File: src/verilog/lcc_consts.svh
// Sizes, counts and control-signal indices of the logic cluster
`ifndef LCC_CONSTS_SVH
`define LCC_CONSTS_SVH

// ----------------------------------------------------------------
// Cluster structure
// ----------------------------------------------------------------
`define LCC_CELLS        10
`define LCC_REGS         20
`define LCC_ROW_CLKS     6
`define LCC_ROW_SEL_W    3
`define LCC_RC_LINES     16
`define LCC_LOCAL_LINES  76
`define LCC_SEL_W        7
`define LCC_CTL_SEL_BASE 6
`define LCC_NUM_CLKS     3
`define LCC_NUM_SRCS     2
`define LCC_CLK_SEL_W    2
`define LCC_CLK_NONE     2'h3
`define LCC_MAX_CTL      10
`define LCC_CNT_W        4

// ----------------------------------------------------------------
// Cluster-wide control signal indices
// ----------------------------------------------------------------
`define LCC_NUM_CTL      7
`define LCC_CTL_ENA0     0
`define LCC_CTL_ACLR0    3
`define LCC_CTL_SCLR     5
`define LCC_CTL_SLOAD    6

// ----------------------------------------------------------------
// Memory-cluster variant
// ----------------------------------------------------------------
`define LCC_MEM_BITS     640
`define LCC_MEM_DEPTH    64
`define LCC_MEM_AW       6
`define LCC_MEM_NAW      5
`define LCC_MEM_W        20
`define LCC_MEM_WR_CLK   0
`define LCC_MEM_RD_CLK   1

`endif

File: src/verilog/lcc_pkg.sv
// Types shared by the logic cluster design
package lcc_pkg;

  typedef logic [6:0] lcc_sel_t;

  typedef enum logic [1:0]
  {
    LCC_MEM_64X1 = 2'h1,
    LCC_MEM_32X2 = 2'h2
  } lcc_mem_shape_t;

endpackage : lcc_pkg

File: src/verilog/lcc_cluster.sv
// Logic cluster: control block, routing, cell registers, LUT memory
`timescale 1ns/10ps
`include "lcc_consts.svh"

module lcc_cluster
  import lcc_pkg::*;
(
  input  wire logic                                   core_clk_i,
  input  wire logic                                   reset_i,
  input  wire logic [`LCC_ROW_CLKS-1:0]               row_clk_i,
  input  wire logic [`LCC_RC_LINES-1:0]               row_col_i,
  input  wire logic [`LCC_REGS-1:0]                   left_cell_i,
  input  wire logic [`LCC_REGS-1:0]                   right_cell_i,
  input  wire logic [1:0]                             chain_in_i,
  input  wire logic [`LCC_NUM_SRCS*`LCC_ROW_SEL_W-1:0] clk_src_row_i,
  input  wire logic [`LCC_NUM_CLKS-1:0]               clk_src_map_i,
  input  wire logic [`LCC_NUM_CLKS-1:0]               clk_edge_fall_i,
  input  wire logic [`LCC_NUM_CTL*`LCC_SEL_W-1:0]     ctl_sel_i,
  input  wire logic [`LCC_REGS*`LCC_SEL_W-1:0]        reg_src_sel_i,
  input  wire logic [`LCC_REGS*`LCC_CLK_SEL_W-1:0]    reg_clk_sel_i,
  input  wire logic [`LCC_REGS-1:0]                   reg_aclr_sel_i,
  input  wire logic [`LCC_REGS-1:0]                   reg_chain_en_i,
  input  wire logic [`LCC_CELLS-1:0]                  mem_cell_en_i,
  input  wire lcc_mem_shape_t                         mem_shape_i,
  input  wire logic                                   mem_wr_en_i,
  input  wire logic [`LCC_MEM_AW-1:0]                 mem_wr_addr_i,
  input  wire logic [`LCC_MEM_W-1:0]                  mem_wr_data_i,
  input  wire logic [`LCC_MEM_AW-1:0]                 mem_rd_addr_i,
  output logic      [`LCC_REGS-1:0]                   cell_out_o,
  output logic      [1:0]                             chain_out_o,
  output logic      [`LCC_MEM_W-1:0]                  mem_rd_data_o,
  output logic      [`LCC_NUM_CLKS-1:0]               cluster_clk_tick_o,
  output logic      [`LCC_CNT_W-1:0]                  active_ctl_count_o
);

  // ----------------------------------------------------------------
  // Declarations
  // ----------------------------------------------------------------
  logic [`LCC_ROW_CLKS-1:0]    row_prev;
  logic [`LCC_NUM_SRCS-1:0]    src_rise;
  logic [`LCC_NUM_SRCS-1:0]    src_fall;
  logic [`LCC_NUM_CLKS-1:0]    clk_tick;
  logic [`LCC_NUM_CTL-1:0]     ctl_val;
  logic [`LCC_LOCAL_LINES-1:0] local_lines;
  logic [`LCC_REGS-1:0]        reg_q;
  logic [`LCC_MEM_W-1:0]       rd_q;
  logic [`LCC_CNT_W-1:0]       next_ctl_count;
  logic                        wide;
  logic [`LCC_MEM_DEPTH-1:0]   mem [`LCC_CELLS];

  assign wide = (mem_shape_i == LCC_MEM_32X2);

  // ----------------------------------------------------------------
  // Local routing
  // ----------------------------------------------------------------
  // Row/column lines, own outputs, and both neighbours' direct links
  assign local_lines = {right_cell_i,
                        left_cell_i,
                        cell_out_o,
                        row_col_i};

  function automatic logic pick_local(
    input logic [`LCC_LOCAL_LINES-1:0] lines,
    input lcc_sel_t                    sel
  );
    logic res;
    res = 1'b0;
    if (sel < lcc_sel_t'(`LCC_LOCAL_LINES))
    begin
      res = lines[sel];
    end
    return res;
  endfunction : pick_local

  // Control source: row clock line, or a local routing line above it
  function automatic logic pick_ctl(
    input logic [`LCC_ROW_CLKS-1:0]    rows,
    input logic [`LCC_LOCAL_LINES-1:0] lines,
    input lcc_sel_t                    sel
  );
    logic res;
    res = 1'b0;
    if (sel < lcc_sel_t'(`LCC_CTL_SEL_BASE))
    begin
      res = rows[sel[2:0]];
    end
    else
    begin
      res = pick_local(lines, sel - lcc_sel_t'(`LCC_CTL_SEL_BASE));
    end
    return res;
  endfunction : pick_ctl

  // ----------------------------------------------------------------
  // Clock sources and edge events
  // ----------------------------------------------------------------
  always_ff @(posedge core_clk_i)
  begin
    if (reset_i)
    begin
      row_prev <= '0;
    end
    else
    begin
      row_prev <= row_clk_i;
    end
  end

  // Edge events compare this core cycle's row level with the last one.
  // A row select of six or more leaves the source stuck low.
  genvar s;
  generate
    for (s = 0; s < `LCC_NUM_SRCS; s++)
    begin : g_src
      logic [`LCC_ROW_SEL_W-1:0] row_sel;
      assign row_sel = clk_src_row_i[s*`LCC_ROW_SEL_W +: `LCC_ROW_SEL_W];
      always_comb
      begin
        src_rise[s]  = 1'b0;
        src_fall[s]  = 1'b0;
        if (row_sel < `LCC_ROW_SEL_W'(`LCC_ROW_CLKS))
        begin
          src_rise[s]  = row_clk_i[row_sel] & ~row_prev[row_sel];
          src_fall[s]  = ~row_clk_i[row_sel] & row_prev[row_sel];
        end
      end
    end
  endgenerate

  // ----------------------------------------------------------------
  // Cluster-wide control signals
  // ----------------------------------------------------------------
  genvar k;
  generate
    for (k = 0; k < `LCC_NUM_CTL; k++)
    begin : g_ctl
      assign ctl_val[k] = pick_ctl(row_clk_i, local_lines,
                          ctl_sel_i[k*`LCC_SEL_W +: `LCC_SEL_W]);
    end
  endgenerate

  // Each cluster clock: one source, one edge, gated by its own enable.
  // Both edges of one source need two cluster clocks mapped to it.
  generate
    for (k = 0; k < `LCC_NUM_CLKS; k++)
    begin : g_clk
      logic edge_ev;
      assign edge_ev = clk_edge_fall_i[k] ? src_fall[clk_src_map_i[k]]
                                          : src_rise[clk_src_map_i[k]];
      assign clk_tick[k] = edge_ev &
                           ctl_val[`LCC_CTL_ENA0 + k];
    end
  endgenerate

  assign cluster_clk_tick_o = clk_tick;

  // Ten control signals at most: three clocks plus seven others
  always_comb
  begin
    next_ctl_count = '0;
    for (int i = 0; i < `LCC_NUM_CLKS; i++)
    begin
      next_ctl_count = next_ctl_count + `LCC_CNT_W'(clk_tick[i]);
    end
    for (int i = 0; i < `LCC_NUM_CTL; i++)
    begin
      next_ctl_count = next_ctl_count + `LCC_CNT_W'(ctl_val[i]);
    end
  end

  always_ff @(posedge core_clk_i)
  begin
    if (reset_i)
    begin
      active_ctl_count_o <= '0;
    end
    else
    begin
      active_ctl_count_o <= next_ctl_count;
    end
  end

  // ----------------------------------------------------------------
  // Cell registers, two per cell
  // ----------------------------------------------------------------
  genvar r;
  generate
    for (r = 0; r < `LCC_REGS; r++)
    begin : g_reg
      logic [`LCC_CLK_SEL_W-1:0] csel;
      logic                      tick;
      logic                      aclr;
      logic                      d_local;
      logic                      d_chain;
      assign csel    = reg_clk_sel_i[r*`LCC_CLK_SEL_W +: `LCC_CLK_SEL_W];
      assign tick    = (csel != `LCC_CLK_NONE) && clk_tick[csel];
      assign aclr    = ctl_val[`LCC_CTL_ACLR0 + reg_aclr_sel_i[r]];
      assign d_local = pick_local(local_lines,
                       reg_src_sel_i[r*`LCC_SEL_W +: `LCC_SEL_W]);
      if (r < 2)
      begin : g_head
        assign d_chain = chain_in_i[r];
      end
      else
      begin : g_link
        assign d_chain = reg_q[r-2];
      end

      always_ff @(posedge core_clk_i)
      begin
        if (reset_i)
        begin
          reg_q[r] <= 1'b0;
        end
        else if (mem_cell_en_i[r/2])
        begin
          reg_q[r] <= reg_q[r];
        end
        else if (aclr)
        begin
          reg_q[r] <= 1'b0;
        end
        else if (tick)
        begin
          if (ctl_val[`LCC_CTL_SCLR])
          begin
            reg_q[r] <= 1'b0;
          end
          else if (ctl_val[`LCC_CTL_SLOAD] || !reg_chain_en_i[r])
          begin
            reg_q[r] <= d_local;
          end
          else
          begin
            reg_q[r] <= d_chain;
          end
        end
      end
    end
  endgenerate

  assign chain_out_o = reg_q[`LCC_REGS-1 -: 2];

  // ----------------------------------------------------------------
  // Memory slices, one per cell
  // ----------------------------------------------------------------
  genvar c;
  generate
    for (c = 0; c < `LCC_CELLS; c++)
    begin : g_mem
      logic [`LCC_MEM_AW-1:0] wa0;
      logic [`LCC_MEM_AW-1:0] wa1;
      logic [`LCC_MEM_AW-1:0] ra0;
      logic [`LCC_MEM_AW-1:0] ra1;
      // 32x2: bit b of the slice lives in half b of its 64 cells
      assign wa0 = wide ? {1'b0, mem_wr_addr_i[`LCC_MEM_NAW-1:0]}
                        : mem_wr_addr_i;
      assign wa1 = {1'b1, mem_wr_addr_i[`LCC_MEM_NAW-1:0]};
      assign ra0 = wide ? {1'b0, mem_rd_addr_i[`LCC_MEM_NAW-1:0]}
                        : mem_rd_addr_i;
      assign ra1 = {1'b1, mem_rd_addr_i[`LCC_MEM_NAW-1:0]};

      // Write port on the first gated cluster clock
      always_ff @(posedge core_clk_i)
      begin
        if (mem_cell_en_i[c] && mem_wr_en_i &&
            clk_tick[`LCC_MEM_WR_CLK])
        begin
          if (wide)
          begin
            mem[c][wa0] <= mem_wr_data_i[2*c];
            mem[c][wa1] <= mem_wr_data_i[2*c+1];
          end
          else
          begin
            mem[c][wa0] <= mem_wr_data_i[c];
          end
        end
      end

      // Read port on its own cluster clock; old data on collision
      always_ff @(posedge core_clk_i)
      begin
        if (reset_i)
        begin
          rd_q[2*c+1 -: 2] <= 2'h0;
        end
        else if (mem_cell_en_i[c] && clk_tick[`LCC_MEM_RD_CLK])
        begin
          rd_q[2*c]   <= mem[c][ra0];
          rd_q[2*c+1] <= wide ? mem[c][ra1] : 1'b0;
        end
      end

      // Memory cell drives read data, else its two registers
      assign cell_out_o[2*c+1 -: 2] = mem_cell_en_i[c] ? rd_q[2*c+1 -: 2]
                                      : reg_q[2*c+1 -: 2];
    end
  endgenerate

  // ----------------------------------------------------------------
  // Read port data, gathered into memory word order
  // ----------------------------------------------------------------
  always_comb
  begin
    mem_rd_data_o = '0;
    for (int i = 0; i < `LCC_CELLS; i++)
    begin
      if (wide)
      begin
        mem_rd_data_o[2*i]   = rd_q[2*i];
        mem_rd_data_o[2*i+1] = rd_q[2*i+1];
      end
      else
      begin
        mem_rd_data_o[i] = rd_q[2*i];
      end
    end
  end

endmodule : lcc_cluster

File: config.mk
export PLATFORM = sky130hd
export DESIGN_NAME = lcc_cluster
export DESIGN_NICKNAME = d
export VERILOG_FILES = /design/src/verilog/lcc_pkg.sv /design/src/verilog/lcc_cluster.sv
export VERILOG_INCLUDE_DIRS = /design/src /design/src/verilog
export SDC_FILE = /design/constraint.sdc
export NUM_CORES = 2
export LEC_CHECK = 0
export BUFFER_PORTS_ARGS = -buffer_cell sky130_fd_sc_hd__buf_2
export CAP_MARGIN = 10
export CORE_ASPECT_RATIO = 0.9
export CORE_UTILIZATION = 40
export CTS_CLUSTER_SIZE = 16
export DETAILED_ROUTE_END_ITERATION = 8
export GPL_TIMING_DRIVEN = 1
export PLACE_DENSITY = 0.54
export SLEW_MARGIN = 20
export SYNTH_ARGS = -nofsm -noshare
export SYNTH_HDL_FRONTEND = slang
export SYNTH_SLANG_ARGS = --single-unit
File: constraint.sdc
create_clock -name core_clk_i -period 9.9 [get_ports core_clk_i]
set_clock_uncertainty 0.2 [all_clocks]
set_input_delay 0.99 -clock core_clk_i [delete_from_list [all_inputs] [get_ports core_clk_i]]
set_output_delay 0.99 -clock core_clk_i [all_outputs]
set_load 0.02 [all_outputs]
Yosys cells after proc, flatten, opt, wreduce, memory -nomap -nowiden
Memories as Yosys holds them, arrays and structs flattened.
Index checks and enable logic that the tools add are counted.
{ "totals": {"latchBits": 0, "mem_count": 1, "ram_bits": 640, "wordCells": 2705, "reg_bits": 50, "romBits": 0, "inputBits": 392} }
{ "mem_list": {"columns": ["name", "depth", "word_bits", "rd", "rd_ports_with_merged_regs", "wr", "line_no", "rtl"], "rows": [
  ["mem", 10, 64, 10, 0, 10, "lcc_cluster.sv:49", "logic [`LCC_MEM_DEPTH-1:0] mem [`LCC_CELLS];"]
]} }
{ "classes": {"n_addsub": 36, "n_eq_ne": 21, "n_bitwise": 981, "div": 0, "muxes": 1381, "order_cmp": 121, "reduce_logical": 132, "shifts": 0, "mul": 0} }
{ "ops": {"columns": ["operator", "count"], "rows": [
  ["$mux 64", 20],
  ["$mux 1", 1234],
  ["$or 1x1->1", 960],
  ["$mux 32", 10],
  ["$lt 7x8->1 const B", 27],
  ["$bmux 1 s7", 27],
  ["$lt 7x7->1 const B", 27],
  ["$lt 3x4->1 const B", 29],
  ["$bmux 1 s3", 31],
  ["$add 2x1->3 const A", 20],
  ["$bmux 1 s6", 10],
  ["$lt 2x3->1 const B", 20],
  ["$logic_and 1x1->1", 52],
  ["$bmux 1 s5", 10],
  ["$lt 7x3->1 const B", 7],
  ["$sub 7x3->7 const B", 7],
  ["$bmux 1 s2", 20],
  ["$ne 2x2->1 const B", 20],
  ["$reduce_and 2->1", 20],
  ["$reduce_bool 2->1", 20],
  ["$mux 2", 15],
  ["$lt 6x7->1 const B", 4],
  ["$add 4x1->4", 6],
  ["$logic_not 1->1", 20],
  ["other kinds (13)", 56]
]} }

Longest topological paths before layout
{ "depth": {"word_depth": 18, "ltp_mapped": 21, "mapped_depth_nobuf": 17} }

Least setup slack after synthesis
No wires, ideal clock.
{ "synth_path": {"kind": "input port to flip-flop", "from": "input ctl_sel_i[8]", "to": "register active_ctl_count_o[2]", "setup_ps": 128, "arrival_time_ps": 5860, "required_time_ps": 9572, "setup_slack_ps": 3713, "path_stages": 20, "cell_sequence": "ha_1 > clkbuf_1 > clkbuf_1 > a21o_1 > a221oi_1 > o311a_1 > and4_1 > nor2_2 > buf_2 > buf_1 > inv_1 > fa_1 > fa_1 > fa_1 > inv_1 > ha_1 > inv_1 > fa_1 > xnor2_1 > nor2_1"} }
{ "synth_between": {"elab_chain_cells": 15} }
{ "synth_rtl": {"columns": ["item", "line_no", "rtl"], "rows": [
  ["from (decl)", "lcc_cluster.sv:18", "input wire logic [`LCC_NUM_CTL*`LCC_SEL_W-1:0] ctl_sel_i,"],
  ["$sub 7x3->7", "lcc_cluster.sv:89", "res = pick_local(lines, sel - lcc_sel_t'(`LCC_CTL_SEL_BASE));"],
  ["$bmux 1 s7", "lcc_cluster.sv:70", "res = lines[sel];"],
  ["$mux 1 (not written as such)", "lcc_cluster.sv:70", null],
  ["$mux 1", "lcc_cluster.sv:68", "if (sel < lcc_sel_t'(`LCC_LOCAL_LINES))"],
  ["$mux 1 *", "lcc_cluster.sv:83", "if (sel < lcc_sel_t'(`LCC_CTL_SEL_BASE))"],
  ["$and 1x1->1 *", "lcc_cluster.sv:150", "assign clk_tick[k] = edge_ev &"],
  ["via cluster_clk_tick_o[1]", "lcc_cluster.sv:32", "output logic [`LCC_NUM_CLKS-1:0] cluster_clk_tick_o,"],
  ["$add 1x1->2 *", "lcc_cluster.sv:163", "next_ctl_count = next_ctl_count + `LCC_CNT_W'(clk_tick[i]);"],
  ["$add 2x1->3 *", "lcc_cluster.sv:163", null],
  ["$add 3x1->4 *", "lcc_cluster.sv:167", "next_ctl_count = next_ctl_count + `LCC_CNT_W'(ctl_val[i]);"],
  ["$add 4x1->4 * (6 in series)", "lcc_cluster.sv:167", null],
  ["to (signal assigned)", "lcc_cluster.sv:179", "active_ctl_count_o <= next_ctl_count;"],
  ["to (decl)", "lcc_cluster.sv:33", "output logic [`LCC_CNT_W-1:0] active_ctl_count_o"]
]} }
The timed path passes the listed nets; every way through them passes the cells marked *. The select of a mux whose other input is x is not followed.
A chain may end at the register's enable or synchronous reset.

Final worst setup path
{ "layout_path": {"from": "input mem_cell_en_i[5]", "to": "register active_ctl_count_o[2]"} }
{ "layout_between": {"elab_chain_cells": 15} }
{ "layout_rtl": {"columns": ["item", "line_no", "rtl"], "rows": [
  ["from (decl)", "lcc_cluster.sv:23", "input wire logic [`LCC_CELLS-1:0] mem_cell_en_i,"],
  ["$mux 2 *", "lcc_cluster.sv:296", "assign cell_out_o[2*c+1 -: 2] = mem_cell_en_i[c] ? rd_q[2*c+1 -: 2]"],
  ["$bmux 1 s7", "lcc_cluster.sv:70", null],
  ["$mux 1 (not written as such)", "lcc_cluster.sv:70", null],
  ["$mux 1", "lcc_cluster.sv:68", null],
  ["$mux 1", "lcc_cluster.sv:83", null],
  ["$and 1x1->1", "lcc_cluster.sv:150", null],
  ["$add 1x1->2", "lcc_cluster.sv:163", null],
  ["$add 2x1->3", "lcc_cluster.sv:163", null],
  ["$add 3x1->4", "lcc_cluster.sv:167", null],
  ["$add 4x1->4 (5 in series)", "lcc_cluster.sv:167", null],
  ["$add 4x1->4 *", "lcc_cluster.sv:167", null]
]} }
Mark *: on every way between the ends. The rest lies on a longest branch, timed or not. The select of a mux whose other input is x is not followed.

==> run_results.csv <==
group,metric,value,unit
status,status,"finished with violations",
status,violations,"design-rule violations",
hold_path,hp-class,"reg2reg",
placed_design,hpwl,188000,um
synth,synthCells,5978,
clock_tree,tritoncts,"yes",
die,die_w,413,um
power,p_sw_frac,0.309,
synth,avgSynthCellArea,10.2,sq um
route,vias,56900,
clock_tree,clk_path_buf_depth,3,
sta,finalCritPeriodShare,0.675,
sta,hold_slack,0.300,ns
power,clockPowerShare,0.353,
worst_setup_path,r2r_setup_slack,3.43,ns
worst_setup_path,critPathRequiredTime,10.23,ns
sta,fmax,150,MHz
sta,maxSlewViolCount,0,
clock_tree,h-tree-depth,3,
route,vias_per_cell,7.23,
power,cellPowerDensity,121,nW/um^2
worst_setup_path,arrival,7.01,ns
die,num_rows,135,
global_route,first_global_vias,50900,
clock_tree,ctsResizeCount,0,
die,initial_utilization,0.404,
power,p_comb_frac,0.247,
route,drt_iter0_markers,10400,
placed_design,place.gp.congestion,1.06,
run,max-cap-violations,0,
finish,drive_gt1_frac,0.266,
sta,max_slew_margin,0.0465,
power,p_leak,21.3,nW
global_route,grt_pass1_wl,395000,um
die,die_area,154000,sq um
placed_design,portBuffers,440,
clock_tree,cts_root_buf,"clkbuf_16",
route,wl_per_cell,36.1,um
clock_tree,path_clk_slew,0.07,ns
worst_setup_path,end_kind,"flop",
clock_tree,clock_latency,0.67,ns
route,postRouteAntennaNets,0,
sta,tns,0,ns
synth,ys_types,88,
finish,utilization,0.438,
placed_design,dp_slack,2.68,ns
clock_tree,ctsHoldBuffers,0,
worst_setup_path,path_max_fanout,37,
synth,ys.warnings.count,0,
sta,worst_slack,3.22,ns
sta,hold_viol,0,
synth,synth_nets,6385,
sta,tightest_slew,1.41,ns
finish,synthToLayoutAreaGrowth,8.35,%
die,die_h,372,um
synth,synth_enable_flop_cells,640,
worst_setup_path,cp-start-kind,"input port",
power,vdd_drop_max,0.109,mV
sta,fin_crit,6.68,ns
sta,setup_viol,0,
worst_setup_path,path_class,"in2reg",
die,pin_count,441,
global_route,gr-usage-all-layers,0.359,
synth,synth-async-reset-ratio,0,
power,sequentialPowerShare,0.400,
global_route,grt_max_degree,97,
placed_design,place_area,63600,sq um
power,power_switching,0.00247,W
route,first_pass_iters,9,
global_route,grt_overflow_total,0,
die,fp.coreArea,151000,sq um
clock_tree,cts-buffers-inserted,73,
clock_tree,post_cts_buffers,0,
route,post-route-drc-count,25,
clock_tree,cts_sinks,690,
synth,ys_ff_latch,690,
synth,synthesis.area,60900,sq um
power,p_int,0.00551,W
synth,yosysSeqAreaShare,0.332,
synth,ys.flop_type,"edfxtp_1",
finish,final_area,66000,sq um
finish,nets,6201,
global_route,antenna_found_initial,62,
sta,grt_setup_unrepaired,"no",
route,wl,284000,um
flip-flops by register name (all words and copies together), names as in the netlist:
signal	flops
mem_rd_data_o	1
g.d_chain	18
chain_out_o	2
mem	640
rd_q	19
active_ctl_count_o	4
row_prev	6
final timing paths:
check	start	to	depth (start not counted)
min reg2reg	g_reg[14].d_chain	g_reg[14].d_chain	2
max reg2reg	rd_q[10]	active_ctl_count_o[2]	17
min	g_reg[14].d_chain	g_reg[14].d_chain	2
max	mem_cell_en_i[5]	active_ctl_count_o[2]	18
Yosys cell counts, types with 114 or more instances:
cell      number  area [sq um]
nor2_1       847          3180
mux4_2       752         16900
clkbuf_1     644          2420
edfxtp_1     640         19200
nand2_1      554          2080
o21ai_0      490          2450
o31ai_1      241          1810
mux2i_1      216          2160
nand3_1      189           946
a21oi_1      177           886
nor3_1       125           626
buf_2        114           571
metrics by stage:
stage / cells / power [W]
2_1_floorplan: 5978 / 0.00445
3_3_place_gp: 7704 / 0.00512
3_5_place_dp: 7704 / 0.00513
4_1_cts: 7830 / 0.00791
5_1_grt: 7861 / 0.00817
6_report: 7873 / 0.00798
placed cells by master (no fill, tap or decap), types with 34 or more instances in the layout:
| cell type | Yosys | final |
|---|---|---|
| mux2i_1 | 216 | 215 |
| mux4_2 | 752 | 752 |
| dfxtp_1 | 50 | 50 |
| nand2_1 | 554 | 552 |
| o21ai_0 | 490 | 489 |
| buf_4 | 4 | 156 |
| o22ai_1 | 85 | 85 |
| edfxtp_1 | 640 | 640 |
| diode_2 | 0 | 42 |
| nand3_1 | 189 | 189 |
| nand3b_1 | 34 | 34 |
| nor3_1 | 125 | 122 |
| a21oi_1 | 177 | 176 |
| a22o_1 | 60 | 60 |
| buf_2 | 114 | 436 |
| clkbuf_16 | 0 | 79 |
| o31ai_1 | 241 | 241 |
| inv_1 | 83 | 80 |
| nor2_1 | 847 | 836 |
logic make-up after synthesis:
kind of cell             after synthesis  share of synthesized area
AND/OR/NAND/NOR                     1995                      0.145
AO/OA/AOI/OAI                       1286                      0.132
multiplexers                        1008                      0.321
buffers and inverters                954                     0.0620
flip-flops                           690                      0.332
XOR/XNOR                              30                    0.00431
adder cells (fa/ha/maj)               15                    0.00382
layer usage:
layer	wire, um	vias to the layer above	GRT usage	part of all wire
li1	-	22600	-	-
met1	107000	28600	0.490	0.38
met2	118000	4878	0.500	0.41
met3	43400	859	0.136	0.15
met4	16200	26	0.167	0.057
met5	168	-	0.00313	0.00059
cell type report:
class | count | area [sq um]
well taps | 1986 | 2480
inverters | 99 | 372
repair buffers | 596 | 3430
fillers | 14300 | 84800
flip-flops and latches | 690 | 20200
clock inverters | 30 | 268
clock buffers | 96 | 2050
diodes | 42 | 105
multi-input cells | 4334 | 37100
power by group through the flow:
stage / Clock [W] / Sequential, W / Combinational, W
global route: 0.00296 / 0.00319 / 0.00202
floorplan: 0 / 0.00326 / 0.00119
CTS: 0.00284 / 0.00320 / 0.00188
finish: 0.00282 / 0.00319 / 0.00197
global placement: 0 / 0.00326 / 0.00186
detailed placement: 0 / 0.00326 / 0.00188
critical path, cell delays in order:
cell and delay, ns:
buf_2 0.19, mux2i_1 0.62, inv_1 0.68, mux4_2 0.66, mux2i_1 0.27, o221ai_1 0.17
o21ai_2 0.26, nor2b_2 0.08, inv_2 0.60, fa_1 0.56, fa_1 0.52, fa_1 0.41
inv_1 0.07, ha_1 0.16, inv_1 0.07, fa_1 0.43, xnor2_1 0.17, nor2_1 0.06
No activity file was read; power rests on OpenSTA's default activity.
